`config.mk`:
```
export PLATFORM = sky130hd
export DESIGN_NAME = trig_port_ctrl
export DESIGN_NICKNAME = d
export VERILOG_FILES = /design/src/trig_port_pkg.sv /design/src/trig_pulse_gen.sv /design/src/trig_port_ctrl.sv
export SDC_FILE = /design/constraint.sdc
export NUM_CORES = 1
export LEC_CHECK = 0
export BUFFER_PORTS_ARGS = -buffer_cell sky130_fd_sc_hd__buf_2
export CORE_UTILIZATION = 55
export CTS_CLUSTER_DIAMETER = 30
export CTS_CLUSTER_SIZE = 28
export DETAILED_ROUTE_END_ITERATION = 10
export MAX_ROUTING_LAYER = met4
export PLACE_DENSITY_LB_ADDON = 0.3
export RECOVER_POWER = 50
export SKIP_LAST_GASP = 1
export SLEW_MARGIN = 25
export SYNTH_ARGS = -nofsm -noshare
export SYNTH_HDL_FRONTEND = slang
export SYNTH_SLANG_ARGS = --single-unit
```
`constraint.sdc`:
```
create_clock -name clk -period 8.4 [get_ports clk]
set_clock_uncertainty 0.2 [all_clocks]
set_input_delay 1.26 -clock clk [delete_from_list [all_inputs] [get_ports clk]]
set_output_delay 1.26 -clock clk [all_outputs]
set_load 0.01 [all_outputs]
```
`src/trig_port_pkg.sv`:
```
// Package with register map, field layout and types of the trigger port control block
package trig_port_pkg;

  // ****************************************
  // Register offsets (byte addresses)
  // ****************************************
  localparam logic [7:0] OFS_PORT_CFG = 8'h00;
  localparam logic [7:0] OFS_PULSE_LEN = 8'h04;
  localparam logic [7:0] OFS_COMMAND = 8'h08;
  localparam logic [7:0] OFS_PROBE_PWR = 8'h0c;
  localparam logic [7:0] OFS_OPER_STATUS = 8'h10;
  localparam logic [7:0] OFS_IRQ_STATUS = 8'h14;
  localparam logic [7:0] OFS_IRQ_MASK = 8'h18;

  // ****************************************
  // Field positions
  // ****************************************
  // Per-port config: 4 bits per port, port 0 = front, port 1 = rear
  localparam int CFG_DIR_BIT = 0;
  localparam int CFG_TYPE_LSB = 1;
  localparam int CFG_LEVEL_BIT = 3;
  localparam int CFG_FIELD_W = 4;
  localparam int OPER_ARMED_BIT = 5;
  localparam int PROBE_SEL_W = 2;

  // Interrupt bits: pulse done per port, then measurement trigger seen
  localparam int IRQ_W = 3;
  localparam int IRQ_MEAS_BIT = 2;

  // ****************************************
  // Reset values and timing
  // ****************************************
  localparam logic [31:0] PULSE_LEN_RST = 32'h0000_0019;
  localparam int CLK_MHZ = 250;
  localparam int EVT_PULSE_NS = 100;
  localparam int EVT_PULSE_CYC = (EVT_PULSE_NS * CLK_MHZ + 999) / 1000;

  // ****************************************
  // Types
  // ****************************************
  typedef enum logic [1:0] {
    OTYPE_DEVICE = 2'h0,
    OTYPE_ARMED = 2'h1,
    OTYPE_USER = 2'h2
  } out_type_t;

  typedef enum logic [1:0] {
    PROBE_OFF = 2'h0,
    PROBE_ONE = 2'h1,
    PROBE_TWO = 2'h2
  } probe_sel_t;

  typedef struct packed {
    logic dir_out;
    out_type_t otype;
    logic idle_high;
  } port_cfg_t;

  typedef struct packed {
    logic [7:0] addr;
    logic [31:0] wdata;
    logic wr;
    logic rd;
  } reg_req_t;

endpackage

```
`src/trig_pulse_gen.sv`:
```
// Single trigger connector output driver with pulse generator
`timescale 1ns/100ps
module trig_pulse_gen #(
  parameter int CNT_W = 32
) (
  input wire logic clk, // System clock
  input wire logic arst_n, // Async reset, active low
  input wire trig_port_pkg::port_cfg_t cfg, // Connector configuration
  input wire logic [CNT_W-1:0] pulse_len, // User pulse width in cycles
  input wire logic send, // Send-trigger command pulse
  input wire logic meas_trig, // Measurement trigger event
  input wire logic armed, // Ready-for-trigger level
  output logic pin_o, // Connector drive value
  output logic pin_oe, // Connector drive enable
  output logic done // User pulse finished, one cycle
);
  import trig_port_pkg::*;

  typedef enum logic [1:0] {
    ST_IDLE = 2'b00,
    ST_PULSE = 2'b01,
    ST_EVENT = 2'b11
  } pstate_t;

  pstate_t state;
  pstate_t next_state;
  logic [CNT_W-1:0] cnt;
  logic [CNT_W-1:0] next_cnt;
  logic next_pin_o;
  logic next_done;

  // ****************************************
  // Next-state logic
  // ****************************************
  always_comb begin
    next_state = state;
    next_cnt = cnt;
    next_done = 1'b0;
    case (state)
      ST_IDLE: begin
        // A send during an active pulse never reaches here, so it is dropped
        if (cfg.dir_out && cfg.otype == OTYPE_USER && send) begin
          next_state = ST_PULSE;
          next_cnt = (pulse_len == '0) ? CNT_W'(1) : pulse_len; // Width in clock cycles
        end else if (cfg.dir_out && cfg.otype == OTYPE_DEVICE && meas_trig) begin
          next_state = ST_EVENT;
          next_cnt = CNT_W'(EVT_PULSE_CYC);
        end
      end
      ST_PULSE, ST_EVENT: begin
        // Hold the pulse for the loaded count, or end it early if the connector turns to input, then go idle
        if (cnt <= CNT_W'(1) || !cfg.dir_out) begin
          next_state = ST_IDLE;
          next_cnt = '0;
          next_done = (state == ST_PULSE);
        end else begin
          next_cnt = cnt - CNT_W'(1);
        end
      end
      default: begin
        next_state = ST_IDLE;
        next_cnt = '0;
      end
    endcase
    // Output value per mode, registered so the pin never glitches
    case (cfg.otype)
      OTYPE_ARMED: next_pin_o = armed;
      OTYPE_USER: next_pin_o = (next_state == ST_PULSE) ? !cfg.idle_high : cfg.idle_high;
      default: next_pin_o = (next_state == ST_EVENT);
    endcase
  end

  // ****************************************
  // Registers
  // ****************************************
  always_ff @(posedge clk or negedge arst_n) begin
    if (!arst_n) begin
      state <= ST_IDLE;
      cnt <= '0;
      pin_o <= 1'b0;
      done <= 1'b0;
    end else begin
      state <= next_state;
      cnt <= next_cnt;
      pin_o <= next_pin_o;
      done <= next_done;
    end
  end

  // Drive only in output direction
  assign pin_oe = cfg.dir_out;

  // ****************************************
  // Assertions
  // ****************************************
  property p_user_width;
    @(posedge clk) disable iff (!arst_n)
    (state == ST_IDLE && cfg.dir_out && cfg.otype == OTYPE_USER && send && pulse_len == CNT_W'(3))
    |=> (pin_o == !cfg.idle_high) [*3] ##1 (pin_o == cfg.idle_high);
  endproperty
  a_user_width: assert property (p_user_width) else $error("user pulse width wrong");

  property p_user_polarity;
    @(posedge clk) disable iff (!arst_n)
    (state == ST_PULSE && cfg.otype == OTYPE_USER && cfg.dir_out) |-> (pin_o != cfg.idle_high);
  endproperty
  a_user_polarity: assert property (p_user_polarity) else $error("pulse polarity wrong");

  property p_armed_follow;
    @(posedge clk) disable iff (!arst_n)
    (cfg.otype == OTYPE_ARMED) ##1 (cfg.otype == OTYPE_ARMED) |-> pin_o == $past(armed);
  endproperty
  a_armed_follow: assert property (p_armed_follow) else $error("armed output wrong");

  property p_send_ignored;
    @(posedge clk) disable iff (!arst_n)
    (state == ST_PULSE && cnt > CNT_W'(1) && cfg.dir_out) |=> (cnt == $past(cnt) - CNT_W'(1));
  endproperty
  a_send_ignored: assert property (p_send_ignored) else $error("pulse restarted");

  property p_send_start;
    @(posedge clk) disable iff (!arst_n)
    (state == ST_IDLE && cfg.dir_out && cfg.otype == OTYPE_USER && send)
    |=> (state == ST_PULSE && pin_o == !cfg.idle_high);
  endproperty
  a_send_start: assert property (p_send_start) else $error("send did not start pulse");

  property p_event_pulse;
    @(posedge clk) disable iff (!arst_n)
    (state == ST_IDLE && cfg.dir_out && cfg.otype == OTYPE_DEVICE && meas_trig) |=> pin_o;
  endproperty
  a_event_pulse: assert property (p_event_pulse) else $error("no event pulse");

endmodule // trig_pulse_gen

```
`src/trig_port_ctrl.sv`:
```
// Top of the trigger connector and probe power control block
`timescale 1ns/100ps

module trig_port_ctrl #(
  parameter int NPORT = 2, // Configurable connectors
  parameter int CNT_W = 32 // Pulse counter width
) (
  input wire logic clk, // System clock, 250 MHz
  input wire logic arst_n, // Async reset, active low
  input wire trig_port_pkg::reg_req_t req, // Register access request
  output logic [31:0] rdata, // Read data, one cycle after read strobe
  input wire logic meas_trig, // Measurement trigger event pulse
  input wire logic armed, // Ready-for-trigger level
  input wire logic trig1_i, // Input-only connector level
  input wire logic [NPORT-1:0] trig_i, // Configurable connector levels
  output logic [NPORT-1:0] trig_o, // Configurable connector drive values
  output logic [NPORT-1:0] trig_oe, // Configurable connector drive enables
  output logic [NPORT:0] ext_trig, // External trigger sources, bit 0 = connector one
  output logic aux_ready_n, // Ready-for-trigger on aux line, active low
  output logic [1:0] probe_pwr_en, // Probe connector supply enables
  output logic irq // Level interrupt
);
  import trig_port_pkg::*;

  port_cfg_t cfg [NPORT];
  port_cfg_t next_cfg [NPORT];
  logic [CNT_W-1:0] pulse_len;
  logic [CNT_W-1:0] next_pulse_len;
  probe_sel_t probe_sel;
  probe_sel_t next_probe_sel;
  logic [IRQ_W-1:0] irq_status;
  logic [IRQ_W-1:0] next_irq_status;
  logic [IRQ_W-1:0] irq_mask;
  logic [IRQ_W-1:0] next_irq_mask;
  logic [31:0] next_rdata;
  logic [NPORT-1:0] send;
  logic [NPORT-1:0] done;
  logic [IRQ_W-1:0] irq_set;
  logic aux_ready_n_q;

  // ****************************************
  // Register write and read decode
  // ****************************************
  always_comb begin
    for (int i = 0; i < NPORT; i++) begin
      next_cfg[i] = cfg[i];
    end
    next_pulse_len = pulse_len;
    next_probe_sel = probe_sel;
    next_irq_mask = irq_mask;
    send = '0;
    next_rdata = 32'h0000_0000;
    irq_set = {meas_trig, done};
    // Set wins over a simultaneous write-one clear so no event is lost
    next_irq_status = irq_status;
    if (req.wr && req.addr == OFS_IRQ_STATUS) begin
      next_irq_status = irq_status & ~req.wdata[IRQ_W-1:0];
    end
    next_irq_status = next_irq_status | irq_set;
    if (req.wr) begin
      case (req.addr)
        OFS_PORT_CFG: begin
          for (int i = 0; i < NPORT; i++) begin
            next_cfg[i].dir_out = req.wdata[i*CFG_FIELD_W + CFG_DIR_BIT];
            // Unused encoding falls back to event mode
            case (req.wdata[i*CFG_FIELD_W + CFG_TYPE_LSB +: 2])
              2'h1: next_cfg[i].otype = OTYPE_ARMED;
              2'h2: next_cfg[i].otype = OTYPE_USER;
              default: next_cfg[i].otype = OTYPE_DEVICE;
            endcase
            next_cfg[i].idle_high = req.wdata[i*CFG_FIELD_W + CFG_LEVEL_BIT];
          end
        end
        OFS_PULSE_LEN: next_pulse_len = req.wdata[CNT_W-1:0];
        OFS_COMMAND: send = req.wdata[NPORT-1:0]; // Self-clearing send bits
        OFS_PROBE_PWR: begin
          // Both-set encoding turns both supplies off, keeping at most one supply on
          case (req.wdata[PROBE_SEL_W-1:0])
            2'h1: next_probe_sel = PROBE_ONE;
            2'h2: next_probe_sel = PROBE_TWO;
            default: next_probe_sel = PROBE_OFF;
          endcase
        end
        OFS_IRQ_MASK: next_irq_mask = req.wdata[IRQ_W-1:0];
        default: begin
        end
      endcase
    end
    if (req.rd) begin
      case (req.addr)
        OFS_PORT_CFG: begin
          for (int i = 0; i < NPORT; i++) begin
            next_rdata[i*CFG_FIELD_W +: CFG_FIELD_W] = {cfg[i].idle_high, cfg[i].otype,
                                                        cfg[i].dir_out};
          end
        end
        OFS_PULSE_LEN: next_rdata = 32'(pulse_len);
        OFS_PROBE_PWR: next_rdata = 32'(probe_sel);
        OFS_OPER_STATUS: next_rdata[OPER_ARMED_BIT] = armed;
        OFS_IRQ_STATUS: next_rdata = 32'(irq_status);
        OFS_IRQ_MASK: next_rdata = 32'(irq_mask);
        default: next_rdata = 32'h0000_0000; // Unmapped and command read as zero
      endcase
    end
  end

  // ****************************************
  // Register state
  // ****************************************
  always_ff @(posedge clk or negedge arst_n) begin
    if (!arst_n) begin
      for (int i = 0; i < NPORT; i++) begin
        cfg[i] <= '{dir_out: 1'b0, otype: OTYPE_DEVICE, idle_high: 1'b0};
      end
      pulse_len <= CNT_W'(PULSE_LEN_RST);
      probe_sel <= PROBE_OFF;
      irq_status <= '0;
      irq_mask <= '0;
      rdata <= 32'h0000_0000;
      aux_ready_n_q <= 1'b1;
    end else begin
      for (int i = 0; i < NPORT; i++) begin
        cfg[i] <= next_cfg[i];
      end
      pulse_len <= next_pulse_len;
      probe_sel <= next_probe_sel;
      irq_status <= next_irq_status;
      irq_mask <= next_irq_mask;
      rdata <= next_rdata;
      aux_ready_n_q <= !armed;
    end
  end

  // ****************************************
  // Connector drivers
  // ****************************************
  genvar g;
  generate
    for (g = 0; g < NPORT; g++) begin : g_port
      trig_pulse_gen #(.CNT_W(CNT_W)) u_gen (
        .clk(clk),
        .arst_n(arst_n),
        .cfg(cfg[g]),
        .pulse_len(pulse_len),
        .send(send[g]),
        .meas_trig(meas_trig),
        .armed(armed),
        .pin_o(trig_o[g]),
        .pin_oe(trig_oe[g]),
        .done(done[g])
      );
      // Input direction feeds the level to trigger logic; gated off when driving
      assign ext_trig[g+1] = trig_i[g] & !cfg[g].dir_out;
    end
  endgenerate

  // Connector one has no driver at all, only an input path
  assign ext_trig[0] = trig1_i;
  assign aux_ready_n = aux_ready_n_q;
  assign probe_pwr_en = {probe_sel == PROBE_TWO, probe_sel == PROBE_ONE};
  assign irq = |(irq_status & irq_mask);

  // ****************************************
  // Assertions
  // ****************************************
  property p_probe_onehot;
    @(posedge clk) disable iff (!arst_n)
    req.wr && req.addr == OFS_PROBE_PWR && req.wdata[1:0] == 2'h3 |=> probe_pwr_en == 2'b00;
  endproperty
  a_probe_onehot: assert property (p_probe_onehot) else $error("probe power not exclusive");

  property p_aux_ready;
    @(posedge clk) disable iff (!arst_n)
    1'b1 |=> aux_ready_n == !$past(armed);
  endproperty
  a_aux_ready: assert property (p_aux_ready) else $error("aux ready line wrong");

  property p_oper_bit;
    @(posedge clk) disable iff (!arst_n)
    req.rd && req.addr == OFS_OPER_STATUS |=> rdata[OPER_ARMED_BIT] == $past(armed);
  endproperty
  a_oper_bit: assert property (p_oper_bit) else $error("status bit 5 wrong");

  property p_input_path;
    @(posedge clk) disable iff (!arst_n)
    !cfg[0].dir_out |-> ext_trig[1] == trig_i[0] && !trig_oe[0];
  endproperty
  a_input_path: assert property (p_input_path) else $error("input direction wrong");

  property p_irq_set_wins;
    @(posedge clk) disable iff (!arst_n)
    meas_trig && req.wr && req.addr == OFS_IRQ_STATUS |=> irq_status[IRQ_MEAS_BIT];
  endproperty
  a_irq_set_wins: assert property (p_irq_set_wins) else $error("event lost on clear");

  property p_drive_out;
    @(posedge clk) disable iff (!arst_n)
    cfg[0].dir_out && cfg[0].otype == OTYPE_DEVICE && meas_trig && !trig_o[0]
    |=> trig_oe[0] && trig_o[0];
  endproperty
  a_drive_out: assert property (p_drive_out) else $error("output not driven");

endmodule // trig_port_ctrl

```
==> results by group <==
Status
  – Outcome: finished, violations left
  – Failing checks: max-capacitance violations, max-slew violations

Power
  – Sw Ratio: 30.5%
  – Power share of the combinational group: 18.0%
  – Total power: 1.92 mW
  – Internal power: 1.33 mW
  – Lkg Pwr: 4.13 nW
  – Clock network power share: 39.8%
  – Pwr Density: 214 nW/um^2
  – Sequential share of power: 42.2%
  – Peak supply drop: 0.160 mV
  – Psw: 583 uW

Placed design
  – Placed cells: 1032
  – I/O Buffers: 89
  – GP Congestion: 0.972
  – Hpwl dp: 14500 um

Route
  – Antenna viol nets, final: 0
  – Wire length on met3: 1770 um
  – Initial DRC Count: 839
  – Final Routed Wirelength: 22000 um
  – First-pass detailed-route iteration total: 5
  – WL per Instance: 20.6 um
  – DR top layer: met4
  – DRC viols: 0
  – Met2 Routed Length: 10300 um
  – Vias/cell: 6.53
  – Routed vias: 6953
  – Met1 WL: 9410 um

Global route
  – Antenna violations before repair: 1
  – Grt ovf: 0
  – Vias in the first global route: 6596
  – First-pass GRT wire length: 35100 um
  – Largest net degree at the start of global routing: 101
  – Gr usage total: 31.9%

Clock tree
  – # H-tree levels: 4
  – CTS root buf: clkbuf_16
  – CTS sink cnt: 153
  – Inserted Clock Buffers: 17
  – Clock-pin slew on the worst setup and hold paths: 60 ps
  – Setup bufs post-CTS: 0
  – CTS max path bufs: 2
  – Clk_lat worst skew: 430 ps
  – Cts hold-fix bufs: 0
  – CTS tree: yes
  – CTS resizes: 0

Setup path
  – Bufs and invs on worst path: 2
  – R2r setup slk: 4530 ps
  – CP required: 8090 ps
  – Worst setup path start: arst_n
  – CP max-delay cell: clkbuf_1
  – WP data arrival: 4160 ps
  – CP max stage delay: 2160 ps
  – Crit end category: asynchronous set/reset pin
  – CP Launch Type: input pin
  – Crit path cell chain: buf_6 > clkbuf_1
  – Worst r2r src: g_port[1].u_gen.cnt[17]$_DFFE_PN0P_
  – Crit Path Class: in2async
  – Delay-heaviest family, CP: buffers and inverters
  – Crit path max fanout: 100

Timing
  – Slew at the pin closest to its max-slew limit: 2950 ps
  – Slew Limit Fails: 55
  – Setup violations, final: 0
  – Post-route setup TNS: 0 ps
  – RSZ-0062 raised after global routing: no
  – Final cycle utilization of the critical path: 53.2%
  – Hold Fails Final Rpt: 0
  – Min Tclk post-route: 4470 ps
  – Max Fclk: 224 MHz
  – Slew HR: -96.7%

Final layout
  – Synthesis-to-layout area growth: 13.0%
  – Fin util: 64.2%
  – Layout cell share with drive strength beyond 1: 16.6%
  – Ant. Diodes: 0
  – Fin nets: 930
  – Non-Filler Instances: 1064

Floorplanning
  – Chip Width: 122 um
  – Die height: 122 um
  – Initial Utilization: 56.8%
  – Die ar.: 14900 um^2
  – Std cell rows: 43
  – Io pins: 92
  – Core Region: 13900 um^2

Synth
  – Synth async-reset ratio: 100%
  – Yosys reg bits: 153
  – Top FF cell, synth: dfrtp_1
  – Area contributors post-synth: dfrtp_1 47%, mux2_2 5.8%, nand2_1 3.6%
  – Sequential-to-total area share from yosys stat: 48.4%
  – Synthesized area: 7910 um^2
  – EDFF count, synth: 0
  – Synth warn: 0
  – Yosys top cell area share: 47.1%
  – Leading area contributor after synthesis: dfrtp_1
  – Distinct cells, synth: 65
  – Syn Inst Count: 808
  – Mapped Nets: 867
  – Syn Area/Cell: 9.79 um^2

Job
  – # Max-Cap Violations: 1

Worst hold path
  – Hold Crit Start: g_port[1].u_gen.done$_DFF_PN0_
  – HP Class: reg2reg
## Yosys cell counts, drive strengths merged (6+ instances only)
cell type,count
a211oi,8
a21o,10
a21oi,21
a221o,9
a22o,6
a22oi,9
and2,28
and3,7
buf,17
clkbuf,34
dfrtp,149
ha,10
inv,22
mux2,41
nand2,76
nand2b,7
nand3,26
nand3b,7
nor2,48
nor3,45
nor3b,6
nor4,25
o211ai,19
o21ai,61
or2,8
or3,19
or4,16
## registers in the layout, summed over array words and instances (netlist names), 2 cells and up
register,flops
probe_sel,2
pulse_len,32
irq_mask,3
g_port.u_gen.state,4
cfg,8
irq_status,3
g_port.u_gen.pin_o,2
g_port.u_gen.done,2
g_port.u_gen.cnt,64
rdata,32
## cells by family (layout without fill, tap and decap cells)
group	count (synthesis)	after routing	share of synthesized area, %
adder cells (fa/ha/maj)	10	10	1.58
AO/OA/AOI/OAI	183	183	15.8
XOR/XNOR	4	4	0.443
flip-flops	153	153	48.4
AND/OR/NAND/NOR	339	339	23.3
multiplexers	46	46	6.47
buffers and inverters	73	149	4.02
## cell usage in the layout, fill, tap and decap left out, drive strengths merged, types with 5 or more instances in the layout
cell,n
a22o,6
a221o,9
dfrtp,149
a22oi,9
o21ai,61
a21oi,21
nor3,45
o21a,5
or3,19
nor2,48
mux2,41
clkinv,6
nand2,76
o211ai,19
clkbuf,59
nand2b,7
nor4,25
nand3b,7
mux2i,5
or2,8
a211oi,8
a21o,10
and3,7
buf,54
and2,28
nand3,26
nor3b,6
or4,16
ha,10
inv,24
## layout make-up
| cell class | count | area, um^2 |
|---|---|---|
| fillers | 1114 | 4990 |
| flip-flops and latches | 153 | 3830 |
| multi-input cells | 582 | 3770 |
| repair buffers | 95 | 443 |
| clock buffers | 18 | 439 |
| well taps | 180 | 225 |
| clock inverters | 14 | 149 |
| inverters | 22 | 82.6 |
## per-stage QoR
| step | setup WS [ps] | instance area (um^2) | hold WS, ps |
|---|---|---|---|
| global route | 3180 | 8940 | 275 |
| CTS | 4490 | 8990 | 253 |
| floorplan | 4890 | 7910 | 204 |
| detailed placement | 4060 | 8410 | 224 |
| finish | 3930 | 8940 | 259 |
| global placement | 4270 | 8410 | 213 |
## power by group through the flow
stage                     logic (mW)  clock network, mW  registers, mW
after CTS                      0.341              0.770          0.806
after global placement         0.325                  0          0.818
after floorplan                0.245                  0          0.803
after global routing           0.380              0.800          0.811
final                          0.345              0.762          0.808
after detailed placement       0.333                  0          0.819
## final timing paths
kind / depth (start not counted) / endpoint
min in group asynchronous: 1 / rdata[6]$_DFF_PN0_
max in group clk: 7 / g_port[1].u_gen.pin_o$_DFF_PN0_
setup reg to reg: 7 / g_port[1].u_gen.cnt[29]$_DFFE_PN0P_
hold reg to reg: 1 / irq_status[1]$_DFF_PN0_
setup / recovery: 2 / g_port[0].u_gen.cnt[3]$_DFFE_PN0P_
hold / removal: 1 / irq_status[1]$_DFF_PN0_
## routing by layer
| layer | vias up | GRT usage, % |
|---|---|---|
| met5 | - | - |
| met2 | 343 | 46.9 |
| met1 | 3465 | 44.4 |
| met4 | 0 | 11.3 |
| li1 | 3099 | - |
| met3 | 46 | 5.85 |
Note: power is estimated with default switching activity, not from simulation.
